===== config.mk =====
export PLATFORM = sky130hd
export DESIGN_NAME = sdc_cmd_decoder
export DESIGN_NICKNAME = d
export VERILOG_FILES = /design/src/include/sdc_pkg.sv /design/src/rtl/sdc_skid_buf.sv /design/src/rtl/sdc_cmd_decoder.sv
export SDC_FILE = /design/constraint.sdc
export NUM_CORES = 1
export LEC_CHECK = 0
export ABC_AREA = 1
export BUFFER_PORTS_ARGS = -buffer_cell sky130_fd_sc_hd__buf_4
export CAP_MARGIN = 20
export CORE_UTILIZATION = 35
export DETAILED_ROUTE_END_ITERATION = 6
export MAX_ROUTING_LAYER = met4
export SYNTH_ARGS = -nofsm -noshare
export SYNTH_HDL_FRONTEND = slang
export SYNTH_HIERARCHICAL = 1
export SYNTH_SLANG_ARGS = --single-unit

===== constraint.sdc =====
create_clock -name core_clk -period 7.55 [get_ports core_clk]
set_clock_uncertainty 0.05 [all_clocks]
set_input_delay 1.1325 -clock core_clk [delete_from_list [all_inputs] [get_ports core_clk]]
set_output_delay 1.1325 -clock core_clk [all_outputs]
set_load 0.005 [all_outputs]

===== src/include/sdc_pkg.sv =====
// sdc_pkg: constants and types of the card command decoder
`default_nettype none
package sdc_pkg;
  // frame layout, msb first
  localparam int unsigned FRAME_BITS   = 48;
  localparam int unsigned FR_START_POS = 47;
  localparam int unsigned FR_TX_POS    = 46;
  localparam int unsigned FR_IDX_HI    = 45;
  localparam int unsigned FR_IDX_LO    = 40;
  localparam int unsigned FR_ARG_HI    = 39;
  localparam int unsigned FR_ARG_LO    = 8;
  localparam int unsigned FR_END_POS   = 0;
  localparam logic [5:0]  LAST_BIT_CNT = 6'h2F;
  localparam logic [5:0]  FIRST_BIT_CNT = 6'h01;
  localparam int unsigned SYNC_PINS    = 3;

  // command indices
  localparam logic [5:0] CMD_RESET     = 6'h00;
  localparam logic [5:0] CMD_INIT      = 6'h01;
  localparam logic [5:0] CMD_SWITCH    = 6'h06;
  localparam logic [5:0] CMD_RD_CSD    = 6'h09;
  localparam logic [5:0] CMD_RD_ID     = 6'h0A;
  localparam logic [5:0] CMD_STOP      = 6'h0C;
  localparam logic [5:0] CMD_STATUS    = 6'h0D;
  localparam logic [5:0] CMD_SET_BLEN  = 6'h10;
  localparam logic [5:0] CMD_RD_ONE    = 6'h11;
  localparam logic [5:0] CMD_RD_MULTI  = 6'h12;
  localparam logic [5:0] CMD_WR_ONE    = 6'h18;
  localparam logic [5:0] CMD_WR_MULTI  = 6'h19;
  localparam logic [5:0] CMD_PROG_CSD  = 6'h1B;
  localparam logic [5:0] CMD_SET_WP    = 6'h1C;

  // one bit per index
  localparam logic [63:0] SUPPORTED_MASK = 64'h0000_0000_1B07_3643;
  localparam logic [63:0] LOCKED_OK_MASK = 64'h0000_0000_0001_3603;
  localparam logic [63:0] RESERVED_MASK  = 64'h0000_0000_00E8_4120;

  // physical block and protection groups
  localparam int unsigned PHYS_SHIFT     = 9;
  localparam logic [32:0] PHYS_BLK_BYTES = 33'h0_0000_0200;
  localparam int unsigned WP_GRP_SHIFT   = 20;
  localparam int unsigned WP_GROUPS      = 16;
  localparam int unsigned WP_SEL_BITS    = 4;
  localparam int unsigned SWITCH_MODE_POS = 31;
  localparam int unsigned CSD_PROG_BITS  = 8;
  localparam int unsigned FUNC_SEL_BITS  = 4;

  // reset values
  localparam logic [31:0] BLEN_RST = 32'h0000_0000;

  typedef enum logic [1:0] {
    RESP_R1  = 2'b00,
    RESP_R1B = 2'b01,
    RESP_R2  = 2'b10
  } sdc_resp_type;

  typedef enum logic [3:0] {
    OP_REJECT    = 4'h0,
    OP_RESET     = 4'h1,
    OP_INIT      = 4'h2,
    OP_SW_CHECK  = 4'h3,
    OP_SW_SET    = 4'h4,
    OP_READ_CARD_SPECIFIC_COMMAND  = 4'h5,
    OP_SEND_ID   = 4'h6,
    OP_STOP      = 4'h7,
    OP_STATUS    = 4'h8,
    OP_SET_BLEN  = 4'h9,
    OP_RD_ONE    = 4'hA,
    OP_RD_MULTI  = 4'hB,
    OP_WR_ONE    = 4'hC,
    OP_WR_MULTI  = 4'hD,
    OP_PROG_CSD  = 4'hE,
    OP_SET_WP    = 4'hF
  } sdc_op_type;

  // word layout: arg, idx, op, resp, illegal, addr_err
  localparam int unsigned W_AERR   = 0;
  localparam int unsigned W_ILL    = 1;
  localparam int unsigned W_RESP_LO = 2;
  localparam int unsigned W_OP_LO  = 4;
  localparam int unsigned W_IDX_LO = 8;
  localparam int unsigned W_ARG_LO = 14;
  localparam int unsigned WORD_W   = 46;
endpackage
`default_nettype wire


===== src/rtl/sdc_skid_buf.sv =====
// sdc_skid_buf: two-entry buffer whose head drives the output from a flop
`timescale 1ns/10ps
`default_nettype none
module sdc_skid_buf
  import sdc_pkg::*;
#(
  parameter int unsigned W = WORD_W
) (
  // clock and reset
  input  wire logic         core_clk,
  input  wire logic         rst_n,
  // fill side
  input  wire logic         in_valid,
  output logic              in_ready,
  input  wire logic [W-1:0] in_data,
  // drain side
  output logic              out_valid,
  input  wire logic         out_ready,
  output logic [W-1:0]      out_data
);
  logic         head_v_ff;
  logic         tail_v_ff;
  logic [W-1:0] head_ff;
  logic [W-1:0] tail_ff;
  wire          push = in_valid & in_ready;
  wire          pop  = head_v_ff & out_ready;

  assign in_ready  = ~tail_v_ff;
  assign out_valid = head_v_ff;
  assign out_data  = head_ff;

  always_ff @(posedge core_clk or negedge rst_n) begin
    if (!rst_n) begin
      head_v_ff <= 1'b0;
      tail_v_ff <= 1'b0;
      head_ff   <= '0;
      tail_ff   <= '0;
    end else if (pop) begin
      // the tail moves up; a push can only land when the tail was free
      head_v_ff <= tail_v_ff | push;
      head_ff   <= tail_v_ff ? tail_ff : in_data;
      tail_v_ff <= 1'b0;
    end else if (push && !head_v_ff) begin
      head_v_ff <= 1'b1;
      head_ff   <= in_data;
    end else if (push) begin
      tail_v_ff <= 1'b1;
      tail_ff   <= in_data;
    end
  end
endmodule
`default_nettype wire


===== src/rtl/sdc_cmd_decoder.sv =====
// sdc_cmd_decoder: serial command frame receiver and command decoder
//
// Operation
// - index field is the plain binary command number
// - execute only indices supported in this mode
// - reserved indices get no function at all
// - index 0 resets, index 1 starts init
// - index 6 checks (mode 0) or switches (mode 1)
// - index 9 and 10 return csd, id
// - index 18 streams blocks until index 12
// - index 13 returns status with two-byte response
// - index 16 argument sets later block length
// - default block length until host sets one
// - index 17 reads exactly one block
// - index 24 writes exactly one block
// - index 25 accepts blocks until stop token
// - block stays in physical block unless misalign allowed
// - index 28 sets protect bit of addressed group
// - always answer; unsupported index flagged illegal; a frame that arrives with the hand-off full is dropped
// - six-byte frame: 0, 1, index, arg, crc, 1
// - locked card rejects all but classes 0, 7
`timescale 1ns/10ps
`default_nettype none
module sdc_cmd_decoder
  import sdc_pkg::*;
(
  // clock and reset
  input  wire logic                       core_clk,
  input  wire logic                       rst_n,
  // serial link pins
  input  wire logic                       spi_sclk,
  input  wire logic                       spi_cs_n,
  input  wire logic                       spi_mosi,
  // decoded command stream
  output logic                            cmd_valid,
  input  wire logic                       cmd_ready,
  output logic [3:0]                      cmd_op,
  output logic [1:0]                      cmd_resp,
  output logic [5:0]                      cmd_index,
  output logic [31:0]                     cmd_arg,
  output logic                            cmd_illegal,
  output logic                            cmd_addr_err,
  // card conditions
  input  wire logic                       card_busy,
  input  wire logic                       card_locked,
  input  wire logic                       wp_supported,
  input  wire logic [31:0]                default_block_len,
  input  wire logic                       read_misalign_allowed,
  input  wire logic                       write_misalign_allowed,
  // data path events
  input  wire logic                       stop_token_seen,
  input  wire logic                       csd_prog_valid,
  input  wire logic [CSD_PROG_BITS-1:0]   csd_prog_data,
  // card state
  output logic                            card_idle_ff,
  output logic [31:0]                     block_len_ff,
  output logic                            multi_read_ff,
  output logic                            multi_write_ff,
  output logic [WP_GROUPS-1:0]            wp_bits_ff,
  output logic                            switch_mode_ff,
  output logic [FUNC_SEL_BITS-1:0]        func_sel_ff,
  output logic                            csd_prog_pend_ff,
  output logic [CSD_PROG_BITS-1:0]        csd_prog_ff,
  output logic                            overrun_ff
);

  ////////////////////////////////////////////////////////////////////////////
  // pin synchronisers
  logic [SYNC_PINS-1:0] sync1_ff;
  logic [SYNC_PINS-1:0] sync2_ff;
  wire  [SYNC_PINS-1:0] pins_raw = {spi_mosi, spi_cs_n, spi_sclk};

  genvar gi;
  generate
    for (gi = 0; gi < SYNC_PINS; gi++) begin : g_sync
      always_ff @(posedge core_clk or negedge rst_n) begin
        if (!rst_n) begin
          sync1_ff[gi] <= 1'b1;
          sync2_ff[gi] <= 1'b1;
        end else begin
          sync1_ff[gi] <= pins_raw[gi];
          sync2_ff[gi] <= sync1_ff[gi];
        end
      end
    end
  endgenerate

  wire sclk_s = sync2_ff[0];
  wire cs_n_s = sync2_ff[1];
  wire mosi_s = sync2_ff[2];

  ////////////////////////////////////////////////////////////////////////////
  // frame receiver
  logic                  sclk_d_ff;
  logic                  in_frame_ff;
  logic [5:0]            bitcnt_ff;
  logic [FRAME_BITS-1:0] shift_ff;
  logic [FRAME_BITS-1:0] frame_ff;
  logic                  done_ff;

  wire sclk_rise  = sclk_s & ~sclk_d_ff;
  wire take_bit   = sclk_rise & ~cs_n_s;
  // a low bit while idle is the start bit; high bits are line fill
  wire frame_open = take_bit & ~in_frame_ff & ~mosi_s;
  wire frame_last = take_bit & in_frame_ff & (bitcnt_ff == LAST_BIT_CNT);

  always_ff @(posedge core_clk or negedge rst_n) begin
    if (!rst_n) begin
      sclk_d_ff   <= 1'b1;
      in_frame_ff <= 1'b0;
      bitcnt_ff   <= '0;
      shift_ff    <= '0;
    end else begin
      sclk_d_ff <= sclk_s;
      if (cs_n_s || frame_last) begin
        in_frame_ff <= 1'b0;
      end else if (frame_open) begin
        in_frame_ff <= 1'b1;
        bitcnt_ff   <= FIRST_BIT_CNT;
        shift_ff    <= '0;
      end else if (take_bit && in_frame_ff) begin
        bitcnt_ff <= bitcnt_ff + 6'h01;
        shift_ff  <= {shift_ff[FRAME_BITS-2:0], mosi_s};
      end
    end
  end

  always_ff @(posedge core_clk or negedge rst_n) begin
    if (!rst_n) begin
      done_ff  <= 1'b0;
      frame_ff <= '0;
    end else begin
      done_ff <= frame_last;
      if (frame_last) begin
        frame_ff <= {shift_ff[FRAME_BITS-2:0], mosi_s};
      end
    end
  end

  ////////////////////////////////////////////////////////////////////////////
  // command decode
  wire [5:0]  dec_idx = frame_ff[FR_IDX_HI:FR_IDX_LO];
  wire [31:0] dec_arg = frame_ff[FR_ARG_HI:FR_ARG_LO];
  // crc is not checked here; only the fixed framing bits
  wire frame_ok  = ~frame_ff[FR_START_POS] & frame_ff[FR_TX_POS] & frame_ff[FR_END_POS];
  wire supported = SUPPORTED_MASK[dec_idx];
  wire lock_ok   = LOCKED_OK_MASK[dec_idx];
  wire lock_rej  = card_locked & ~lock_ok;
  wire rd_rej    = multi_read_ff & (dec_idx != CMD_STOP);
  wire wp_rej    = (dec_idx == CMD_SET_WP) & ~wp_supported;

  // misalign check against the physical block
  wire        is_rd     = (dec_idx == CMD_RD_ONE) | (dec_idx == CMD_RD_MULTI);
  wire        is_wr     = (dec_idx == CMD_WR_ONE) | (dec_idx == CMD_WR_MULTI);
  wire [32:0] blk_off   = {24'h00_0000, dec_arg[PHYS_SHIFT-1:0]};
  wire [32:0] blk_end   = blk_off + {1'b0, block_len_ff};
  wire        crosses   = blk_end > PHYS_BLK_BYTES;
  wire        addr_err  = crosses & ((is_rd & ~read_misalign_allowed) |
                                     (is_wr & ~write_misalign_allowed));

  wire illegal = ~frame_ok | ~supported | lock_rej | rd_rej | wp_rej;
  wire reject  = illegal | addr_err | card_busy;
  wire accept  = done_ff & ~reject;

  function automatic sdc_op_type op_of(input logic [5:0] idx, input logic mode);
    unique case (idx)
      CMD_RESET:    op_of = OP_RESET;
      CMD_INIT:     op_of = OP_INIT;
      CMD_SWITCH:   op_of = mode ? OP_SW_SET : OP_SW_CHECK;
      CMD_RD_CSD:   op_of = OP_READ_CARD_SPECIFIC_COMMAND;
      CMD_RD_ID:    op_of = OP_SEND_ID;
      CMD_STOP:     op_of = OP_STOP;
      CMD_STATUS:   op_of = OP_STATUS;
      CMD_SET_BLEN: op_of = OP_SET_BLEN;
      CMD_RD_ONE:   op_of = OP_RD_ONE;
      CMD_RD_MULTI: op_of = OP_RD_MULTI;
      CMD_WR_ONE:   op_of = OP_WR_ONE;
      CMD_WR_MULTI: op_of = OP_WR_MULTI;
      CMD_PROG_CSD: op_of = OP_PROG_CSD;
      CMD_SET_WP:   op_of = OP_SET_WP;
      default:      op_of = OP_REJECT;
    endcase
  endfunction

  // busy answers stay r1 so the host always gets a reply
  wire sdc_op_type   dec_op   = reject ? OP_REJECT : op_of(dec_idx, dec_arg[SWITCH_MODE_POS]);
  wire sdc_resp_type dec_resp = reject ? RESP_R1 :
                                (dec_idx == CMD_STATUS) ? RESP_R2 :
                                ((dec_idx == CMD_STOP) | (dec_idx == CMD_SET_WP)) ? RESP_R1B :
                                RESP_R1;
  wire [WORD_W-1:0]  dec_word = {dec_arg, dec_idx, dec_op, dec_resp, illegal, addr_err};

  ////////////////////////////////////////////////////////////////////////////
  // answer hand-off and buffer
  logic              pend_v_ff;
  logic [WORD_W-1:0] pend_ff;
  logic              buf_ready;
  logic [WORD_W-1:0] buf_word;
  wire               pend_take = pend_v_ff & buf_ready;

  always_ff @(posedge core_clk or negedge rst_n) begin
    if (!rst_n) begin
      pend_v_ff <= 1'b0;
      pend_ff   <= '0;
    end else if (done_ff && (!pend_v_ff || pend_take)) begin
      pend_v_ff <= 1'b1;
      pend_ff   <= dec_word;
    end else if (pend_take) begin
      pend_v_ff <= 1'b0;
    end
  end

  // a frame every 48 link clocks leaves ample time; a full stall drops the newest
  always_ff @(posedge core_clk or negedge rst_n) begin
    if (!rst_n) begin
      overrun_ff <= 1'b0;
    end else if (done_ff && pend_v_ff && !pend_take) begin
      overrun_ff <= 1'b1;
    end else if (accept && dec_idx == CMD_RESET) begin
      overrun_ff <= 1'b0;
    end
  end

  sdc_skid_buf #(
    .W         (WORD_W)
  ) u_buf (
    .core_clk  (core_clk),
    .rst_n     (rst_n),
    .in_valid  (pend_v_ff),
    .in_ready  (buf_ready),
    .in_data   (pend_ff),
    .out_valid (cmd_valid),
    .out_ready (cmd_ready),
    .out_data  (buf_word)
  );

  assign cmd_arg      = buf_word[W_ARG_LO +: 32];
  assign cmd_index    = buf_word[W_IDX_LO +: 6];
  assign cmd_op       = buf_word[W_OP_LO +: 4];
  assign cmd_resp     = buf_word[W_RESP_LO +: 2];
  assign cmd_illegal  = buf_word[W_ILL];
  assign cmd_addr_err = buf_word[W_AERR];

  ////////////////////////////////////////////////////////////////////////////
  // card state
  wire acc_reset = accept & (dec_idx == CMD_RESET);
  wire acc_blen  = accept & (dec_idx == CMD_SET_BLEN);
  logic        blen_set_ff;
  logic [31:0] blen_host_ff;

  always_ff @(posedge core_clk or negedge rst_n) begin
    if (!rst_n) begin
      card_idle_ff <= 1'b1;
      blen_set_ff  <= 1'b0;
      blen_host_ff <= BLEN_RST;
    end else begin
      if (acc_reset) begin
        card_idle_ff <= 1'b1;
        blen_set_ff  <= 1'b0;
      end else if (accept && dec_idx == CMD_INIT) begin
        card_idle_ff <= 1'b0;
      end
      if (acc_blen) begin
        blen_set_ff  <= 1'b1;
        blen_host_ff <= dec_arg;
      end
    end
  end

  always_ff @(posedge core_clk or negedge rst_n) begin
    if (!rst_n) begin
      block_len_ff <= BLEN_RST;
    end else begin
      block_len_ff <= blen_set_ff ? blen_host_ff : default_block_len;
    end
  end

  always_ff @(posedge core_clk or negedge rst_n) begin
    if (!rst_n) begin
      multi_read_ff  <= 1'b0;
      multi_write_ff <= 1'b0;
    end else begin
      if (accept && dec_idx == CMD_RD_MULTI) begin
        multi_read_ff <= 1'b1;
      end else if (acc_reset || (accept && dec_idx == CMD_STOP)) begin
        multi_read_ff <= 1'b0;
      end
      // a new start wins over a stop token in the same cycle
      if (accept && dec_idx == CMD_WR_MULTI) begin
        multi_write_ff <= 1'b1;
      end else if (acc_reset || stop_token_seen) begin
        multi_write_ff <= 1'b0;
      end
    end
  end

  always_ff @(posedge core_clk or negedge rst_n) begin
    if (!rst_n) begin
      wp_bits_ff <= '0;
    end else if (accept && dec_idx == CMD_SET_WP) begin
      wp_bits_ff[dec_arg[WP_GRP_SHIFT +: WP_SEL_BITS]] <= 1'b1;
    end
  end

  always_ff @(posedge core_clk or negedge rst_n) begin
    if (!rst_n) begin
      switch_mode_ff <= 1'b0;
      func_sel_ff    <= '0;
    end else if (accept && dec_idx == CMD_SWITCH) begin
      switch_mode_ff <= dec_arg[SWITCH_MODE_POS];
      if (dec_arg[SWITCH_MODE_POS]) begin
        func_sel_ff <= dec_arg[FUNC_SEL_BITS-1:0];
      end
    end
  end

  always_ff @(posedge core_clk or negedge rst_n) begin
    if (!rst_n) begin
      csd_prog_pend_ff <= 1'b0;
      csd_prog_ff      <= '0;
    end else begin
      if (accept && dec_idx == CMD_PROG_CSD) begin
        csd_prog_pend_ff <= 1'b1;
      end else if (csd_prog_valid) begin
        csd_prog_pend_ff <= 1'b0;
      end
      if (csd_prog_pend_ff && csd_prog_valid) begin
        csd_prog_ff <= csd_prog_data;
      end
    end
  end
endmodule
`default_nettype wire


==> metrics, run 1 <==
register area 0.00859 mm2; grt ovf 0; worst vdd ir 0.126 mV; # DRC 0; area added between synthesis and finish 17.9%; Post-CTS Hold Fix Bufs 0; RSZ-0062 raised after global routing false; final antenna-violating net count 0; die width 217 um; Yosys reg bits 343; gr usage total 0.195; Min Clock Period, post-route 3.60 ns; CP Buf/Inv Count 1; sequential area share after synthesis 0.529; max_cap viols 0; Worst EP arrival 4.01 ns; fillers 4587; Tcrit/Tclk final 0.477; Post-Synthesis Cells 1922; GP Congestion 0.912; Die Y 217 um; Worst Path Max Fanout 54; row cnt 78; power density over cell area 214 mW/mm2; vias in the first global route 13000; area of the die 0.0473 mm2; Data required, critical path 7.96 ns; Port Buffers 165; Mapped Nets 1991; Setup CP Type reg2reg; commonest cells after routing, fill and taps aside nand2_1, dfrtp_1, inv_1, buf_4, nand3_1; Detailed Routing Iterations Pass 1 5; CTS tree done; NumNets Final 2113; Slew HR 0.308; Root Buffer clkbuf_16; Static Leak 0.00946 uW; cts bufs inserted 40; final wirelength 44.3 mm; final setup fails 0; Final Hold Vio Count 0; Iteration-0 DRC Markers 1008; most used cell, CP nand2_1; Startpoint Class flip-flop; Min-Delay Path Class reg2reg; CTS H-tree lvls 2; CTS Buffer Depth 3; clk slew on worst S/H paths 0.06 ns; core area 0.0456 mm2; initial antenna violation count 0; status complete, no violations; Initial Util 0.356; post-route cell area 0.0192 mm2; CP peak stage delay 0.48 ns; commonest non-fill, non-tap cell in the layout nand2_1; post-DR wirelength/cell 16.6 um; via count 13200; Critical Path Slowest Stage Cell buf_4; largest net degree at the start of global routing 119; footprint of the multi-input gates 0.00611 mm2; Synth Area per Inst 8.45 um2; YS warnings 6; worst-margin pin slew 1.04 ns; Crit. End Element flip-flop; Post-Syn Area 0.0162 mm2; Slew Limit Fails 0; critical-path cell list ha_1, fa_1, nand2_2, nand2_1, nand3_2, nand2_1, nand2_1, nand2_2, nand2_1, xor2_1, nand2_1, nor2_1, nand2_1, nor2_2, nor2_2, nor2_4, buf_4, nand2_1, o21ai_0; count of different cell masters after synthesis 50; fraction of layout cells with a size suffix above 1 0.167; Post-CTS Resized 0; postcts setup bufs 0; family with the most delay on the worst path simple AND/OR/NAND/NOR gates; Clk Latency, worst-skew pair 0.56 ns; post-DP HPWL 30.6 mm; first-pass GRT wire length 71.0 mm; fmax 0.278 GHz; num ports 166; Total Neg Setup Slack 0 ns; Cell Area, Placed 0.0178 mm2; # diodes 0; clk sink count 343; Via density 4.92
## power by group
| group | switching (uW) | internal (uW) |
|---|---|---|
| clock network | 793 | 1180 |
| registers | 36.5 | 1880 |
| logic | 112 | 93.2 |
## cell usage after synthesis (all sizes together)
library cell,number,share of area
nand2,566,0.13
dfrtp,335,0.52
inv,251,0.058
nand3,185,0.059
o21ai,166,0.052
nand4,114,0.045
nor2,80,0.021
buf,53,0.025
clkbuf,49,0.011
mux2,40,0.028
ha,15,0.012
nor3,15,0.0052
a21oi,12,0.0039
dfstp,8,0.013
nand3b,6,0.0028
xor2,4,0.0022
nor3b,3,0.0017
o31ai,3,0.0014
a31oi,2,0.00077
or2,2,0.00077
xnor2,2,0.0011
a211oi,1,0.00046
a21boi,1,0.00046
a41oi,1,0.00054
fa,1,0.0012
nor4,1,0.00039
o2111ai,1,0.00054
o211ai,1,0.00077
o21a,1,0.00046
o21bai,1,0.00069
o221ai,1,0.00054
o22ai,1,0.00039
## cells by family after synthesis
| group | Yosys count | synth area share |
|---|---|---|
| flops | 343 | 0.529 |
| buf+inv | 353 | 0.0949 |
| fa+ha+maj | 16 | 0.0128 |
| compound gates | 192 | 0.0630 |
| xor+xnor | 6 | 0.00324 |
| simple gates | 972 | 0.269 |
| mux | 40 | 0.0277 |
## metal layers
layer,track usage,part of all wire,up-vias
met3,0.0287,0.038,77
met2,0.313,0.49,236
met5,-,0,-
met4,0.0688,0.030,0
met1,0.250,0.44,6387
li1,-,-,6455
## layout make-up
type / instances / share of cell area
clock inverters: 15 / 0.00791
well taps: 600 / 0.0392
inverters: 251 / 0.0493
multi-input cells: 1226 / 0.319
clock buffers: 55 / 0.0626
flip-flops and latches: 343 / 0.449
repair buffers: 182 / 0.0729
## state kept, by name, indices dropped and copies added, names as in the netlist, 8 cells and up
name,cells
frame_ff,41
wp_bits_ff,16
u_buf/tail_ff,46
csd_prog_ff,8
u_buf/out_data,46
blen_host_ff,32
block_len_ff,32
pend_ff,46
shift_ff,47
## path summary, 6_finish.rpt
kind / cells after the start / slack (ns) / end / start
max in group asynchronous: 2 / 5.44 / u_buf/tail_ff[5]$_DFFE_PN0P_ / rst_n
setup / recovery: 19 / 3.95 / pend_ff[7]$_DFFE_PN0P_ / frame_ff[8]$_DFFE_PN0P_
hold / removal: 0 / 0.30 / mosi_s$_DFF_PN1_ / sync1_ff[2]$_DFF_PN1_
setup reg to reg: 19 / 3.95 / pend_ff[7]$_DFFE_PN0P_ / frame_ff[8]$_DFFE_PN0P_
hold reg to reg: 0 / 0.30 / mosi_s$_DFF_PN1_ / sync1_ff[2]$_DFF_PN1_
min in group asynchronous: 1 / 0.52 / wp_bits_ff[11]$_DFFE_PN0P_ / rst_n
## metrics by stage
stage | instances | power, uW | setup slack [ns] | hold WS [ns] | util
after detailed placement | 2600 | 2160 | 3.95 | 0.297 | 0.390
after floorplan | 1922 | 2020 | 4.74 | 0.295 | -
after global placement | 2600 | 2160 | 4.06 | 0.298 | 0.390
after global routing | 2672 | 4250 | 3.59 | 0.312 | 0.420
final | 2672 | 4100 | 3.95 | 0.304 | 0.420
after CTS | 2670 | 4160 | 3.90 | 0.305 | 0.420
No activity file was read; power rests on OpenSTA's default activity.
==> run 2: changes to the inputs <==
ABC_AREA = 0   (was 1)
clock period = 3.6 ns   (was 7.55 ns; I/O delays follow)
==> metrics, run 2 <==
status complete, no violations; CTS H-tree lvls 2; Yosys reg bits 343; Slew HR 0.335; initial antenna violation count 0; count of different cell masters after synthesis 83; Tcrit/Tclk final 0.957; area of the die 0.0450 mm2; WL met2 18.9 mm; die width 212 um; vias in the first global route 10700; DR WL met3 2.07 mm; Iteration-0 DRC Markers 585; Die Y 212 um; clk sink count 343; Crit. End Element flip-flop; Hold Path Depth 2; synth cell count leaders dfrtp_1, nand2_1, mux2_2; area added between synthesis and finish 23.0%; ys flop type dfrtp_1; Synth area leaders dfrtp_1, mux2_2, mux2_4; sequential area share after synthesis 0.557; commonest cells after routing, fill and taps aside dfrtp_1, nand2_1, buf_4, mux2_2, mux2_4; CTS tree done; power density over cell area 473 mW/mm2; gr usage total 0.187; wl on met1 18.6 mm; Post-Synthesis Cells 1299; grt ovf 0; CTS Buffer Depth 3; Min-Delay Path Class in2reg; Static Leak 0.00892 uW; Clk Latency, worst-skew pair 0.56 ns; Root Buffer clkbuf_16; Final Hold Vio Count 0; post-DR wirelength/cell 19.2 um; EDFF count, synth 0; GP Congestion 0.897; R2R depth 12; post-synth top area cell dfrtp_1; Startpoint Class flip-flop; fillers 3981; max reg flops 47; Synth Area per Inst 11.9 um2; fmax 0.290 GHz; dpl ws -0.0663 ns; worst-margin pin slew 0.994 ns; row cnt 76; fraction of layout cells with a size suffix above 1 0.387; final setup margin 0.154 ns; core area 0.0433 mm2; final antenna-violating net count 0; Min Clock Period, post-route 3.45 ns; Data required, critical path 3.97 ns; largest net degree at the start of global routing 86; Via density 5.02; num ports 166; post-DP HPWL 27.4 mm; max layer used met4; worst vdd ir 0.271 mV; Worst Path Max Fanout 8; via count 10600; Port Buffers 165; first-pass GRT wire length 62.4 mm; Cell Area, Placed 0.0175 mm2; # DRC 0; NumNets Final 1558; final setup fails 0; Initial Util 0.357; cts bufs inserted 39; final wirelength 40.4 mm; clk slew on worst S/H paths 0.06 ns; Post-Syn Area 0.0154 mm2; Worst EP arrival 3.82 ns; Mapped Nets 1368; Detailed Routing Iterations Pass 1 5; commonest non-fill, non-tap cell in the layout dfrtp_1; Setup CP Type reg2reg; most common cell in the netlist dfrtp_1; post-route cell area 0.0190 mm2; Total Neg Setup Slack 0 ns; YS warnings 6; Slew Limit Fails 0; max_cap viols 0; Biggest register shift_ff; post-synth top area share 0.543; ys async rst share 1.00
run 2: kinds of logic (layout without fill, tap and decap cells):
family / after synthesis / in the layout / synth area share
and+or+nand+nor: 450 / 450 / 0.138
DFF: 343 / 343 / 0.557
AOI/OAI and AO/OA: 220 / 220 / 0.111
muxes: 169 / 169 / 0.139
buffers and inverters: 90 / 308 / 0.0347
adders and majority gates: 16 / 16 / 0.0135
xor gates and xnor gates: 11 / 11 / 0.00624
other: 0 / 1 / 0
run 2: critical path: stages, from the launching register on:
cell and delay [ns]:
dfrtp_1 0.38, ha_1 0.24, fa_2 0.38, a211oi_4 0.28, nor3_4 0.11, o21ai_2 0.16, a22o_1 0.16, nand4_1 0.10
or4_4 0.50, nor2_2 0.16, a41o_4 0.31, buf_12 0.17, mux2_4 0.30
run 2: area by class of cell:
cell class	count	area [um2]	share of cell area
flip-flops and latches	343	8590	0.453
multi-input cells	866	6390	0.336
repair buffers	222	1840	0.0971
clock buffers	60	1210	0.0635
well taps	585	732	0.0385
clock inverters	9	160	0.00843
inverters	17	63.8	0.00336
diodes	1	2.50	0.000132
run 2: timing repair:
item                                    CTS  global route
pin swaps                                 0             5
setup buffers                             0             1
gates resized for setup                   1            16
hold buffers                              4             0
endpoints found under the setup margin   32            34
endpoints found under the hold margin    83             0
gates cloned                              0             2
run 2: final timing paths:
path                            slack [ns]                 startpoint                            end
worst max-delay path                  0.15  block_len_ff[0]$_DFF_PN0_   blen_host_ff[12]$_DFFE_PN0P_
worst min-delay path                  0.16                  cmd_ready    u_buf/tail_v_ff$_DFFE_PN0P_
worst max register to register        0.15  block_len_ff[0]$_DFF_PN0_   blen_host_ff[12]$_DFFE_PN0P_
worst min register to register        0.31      sync1_ff[2]$_DFF_PN1_               mosi_s$_DFF_PN1_
max in group asynchronous             2.04                      rst_n       shift_ff[45]$_DFFE_PN0P_
min in group asynchronous             0.55                      rst_n  u_buf/out_data[0]$_DFFE_PN0P_
run 2: layer usage:
metal / GRT usage / vias up
met4: 0.0512 / 0
met3: 0.0421 / 56
met5: - / -
met1: 0.249 / 5281
met2: 0.285 / 230
li1: - / 4988
run 2: metrics by stage:
stage | utilization | hold WS, ns | power [uW] | std cells
6_report | 0.439 | 0.164 | 8990 | 2103
4_1_cts | 0.436 | 0.129 | 9120 | 2099
2_1_floorplan | - | 0.194 | 4430 | 1299
3_3_place_gp | 0.404 | 0.297 | 4870 | 2026
3_5_place_dp | 0.404 | 0.297 | 4880 | 2026
5_1_grt | 0.439 | 0.151 | 9350 | 2102
run 2: report_power, final:
part	switching (uW)	internal, uW
logic	281	383
clock network	1590	2590
registers	127	4010
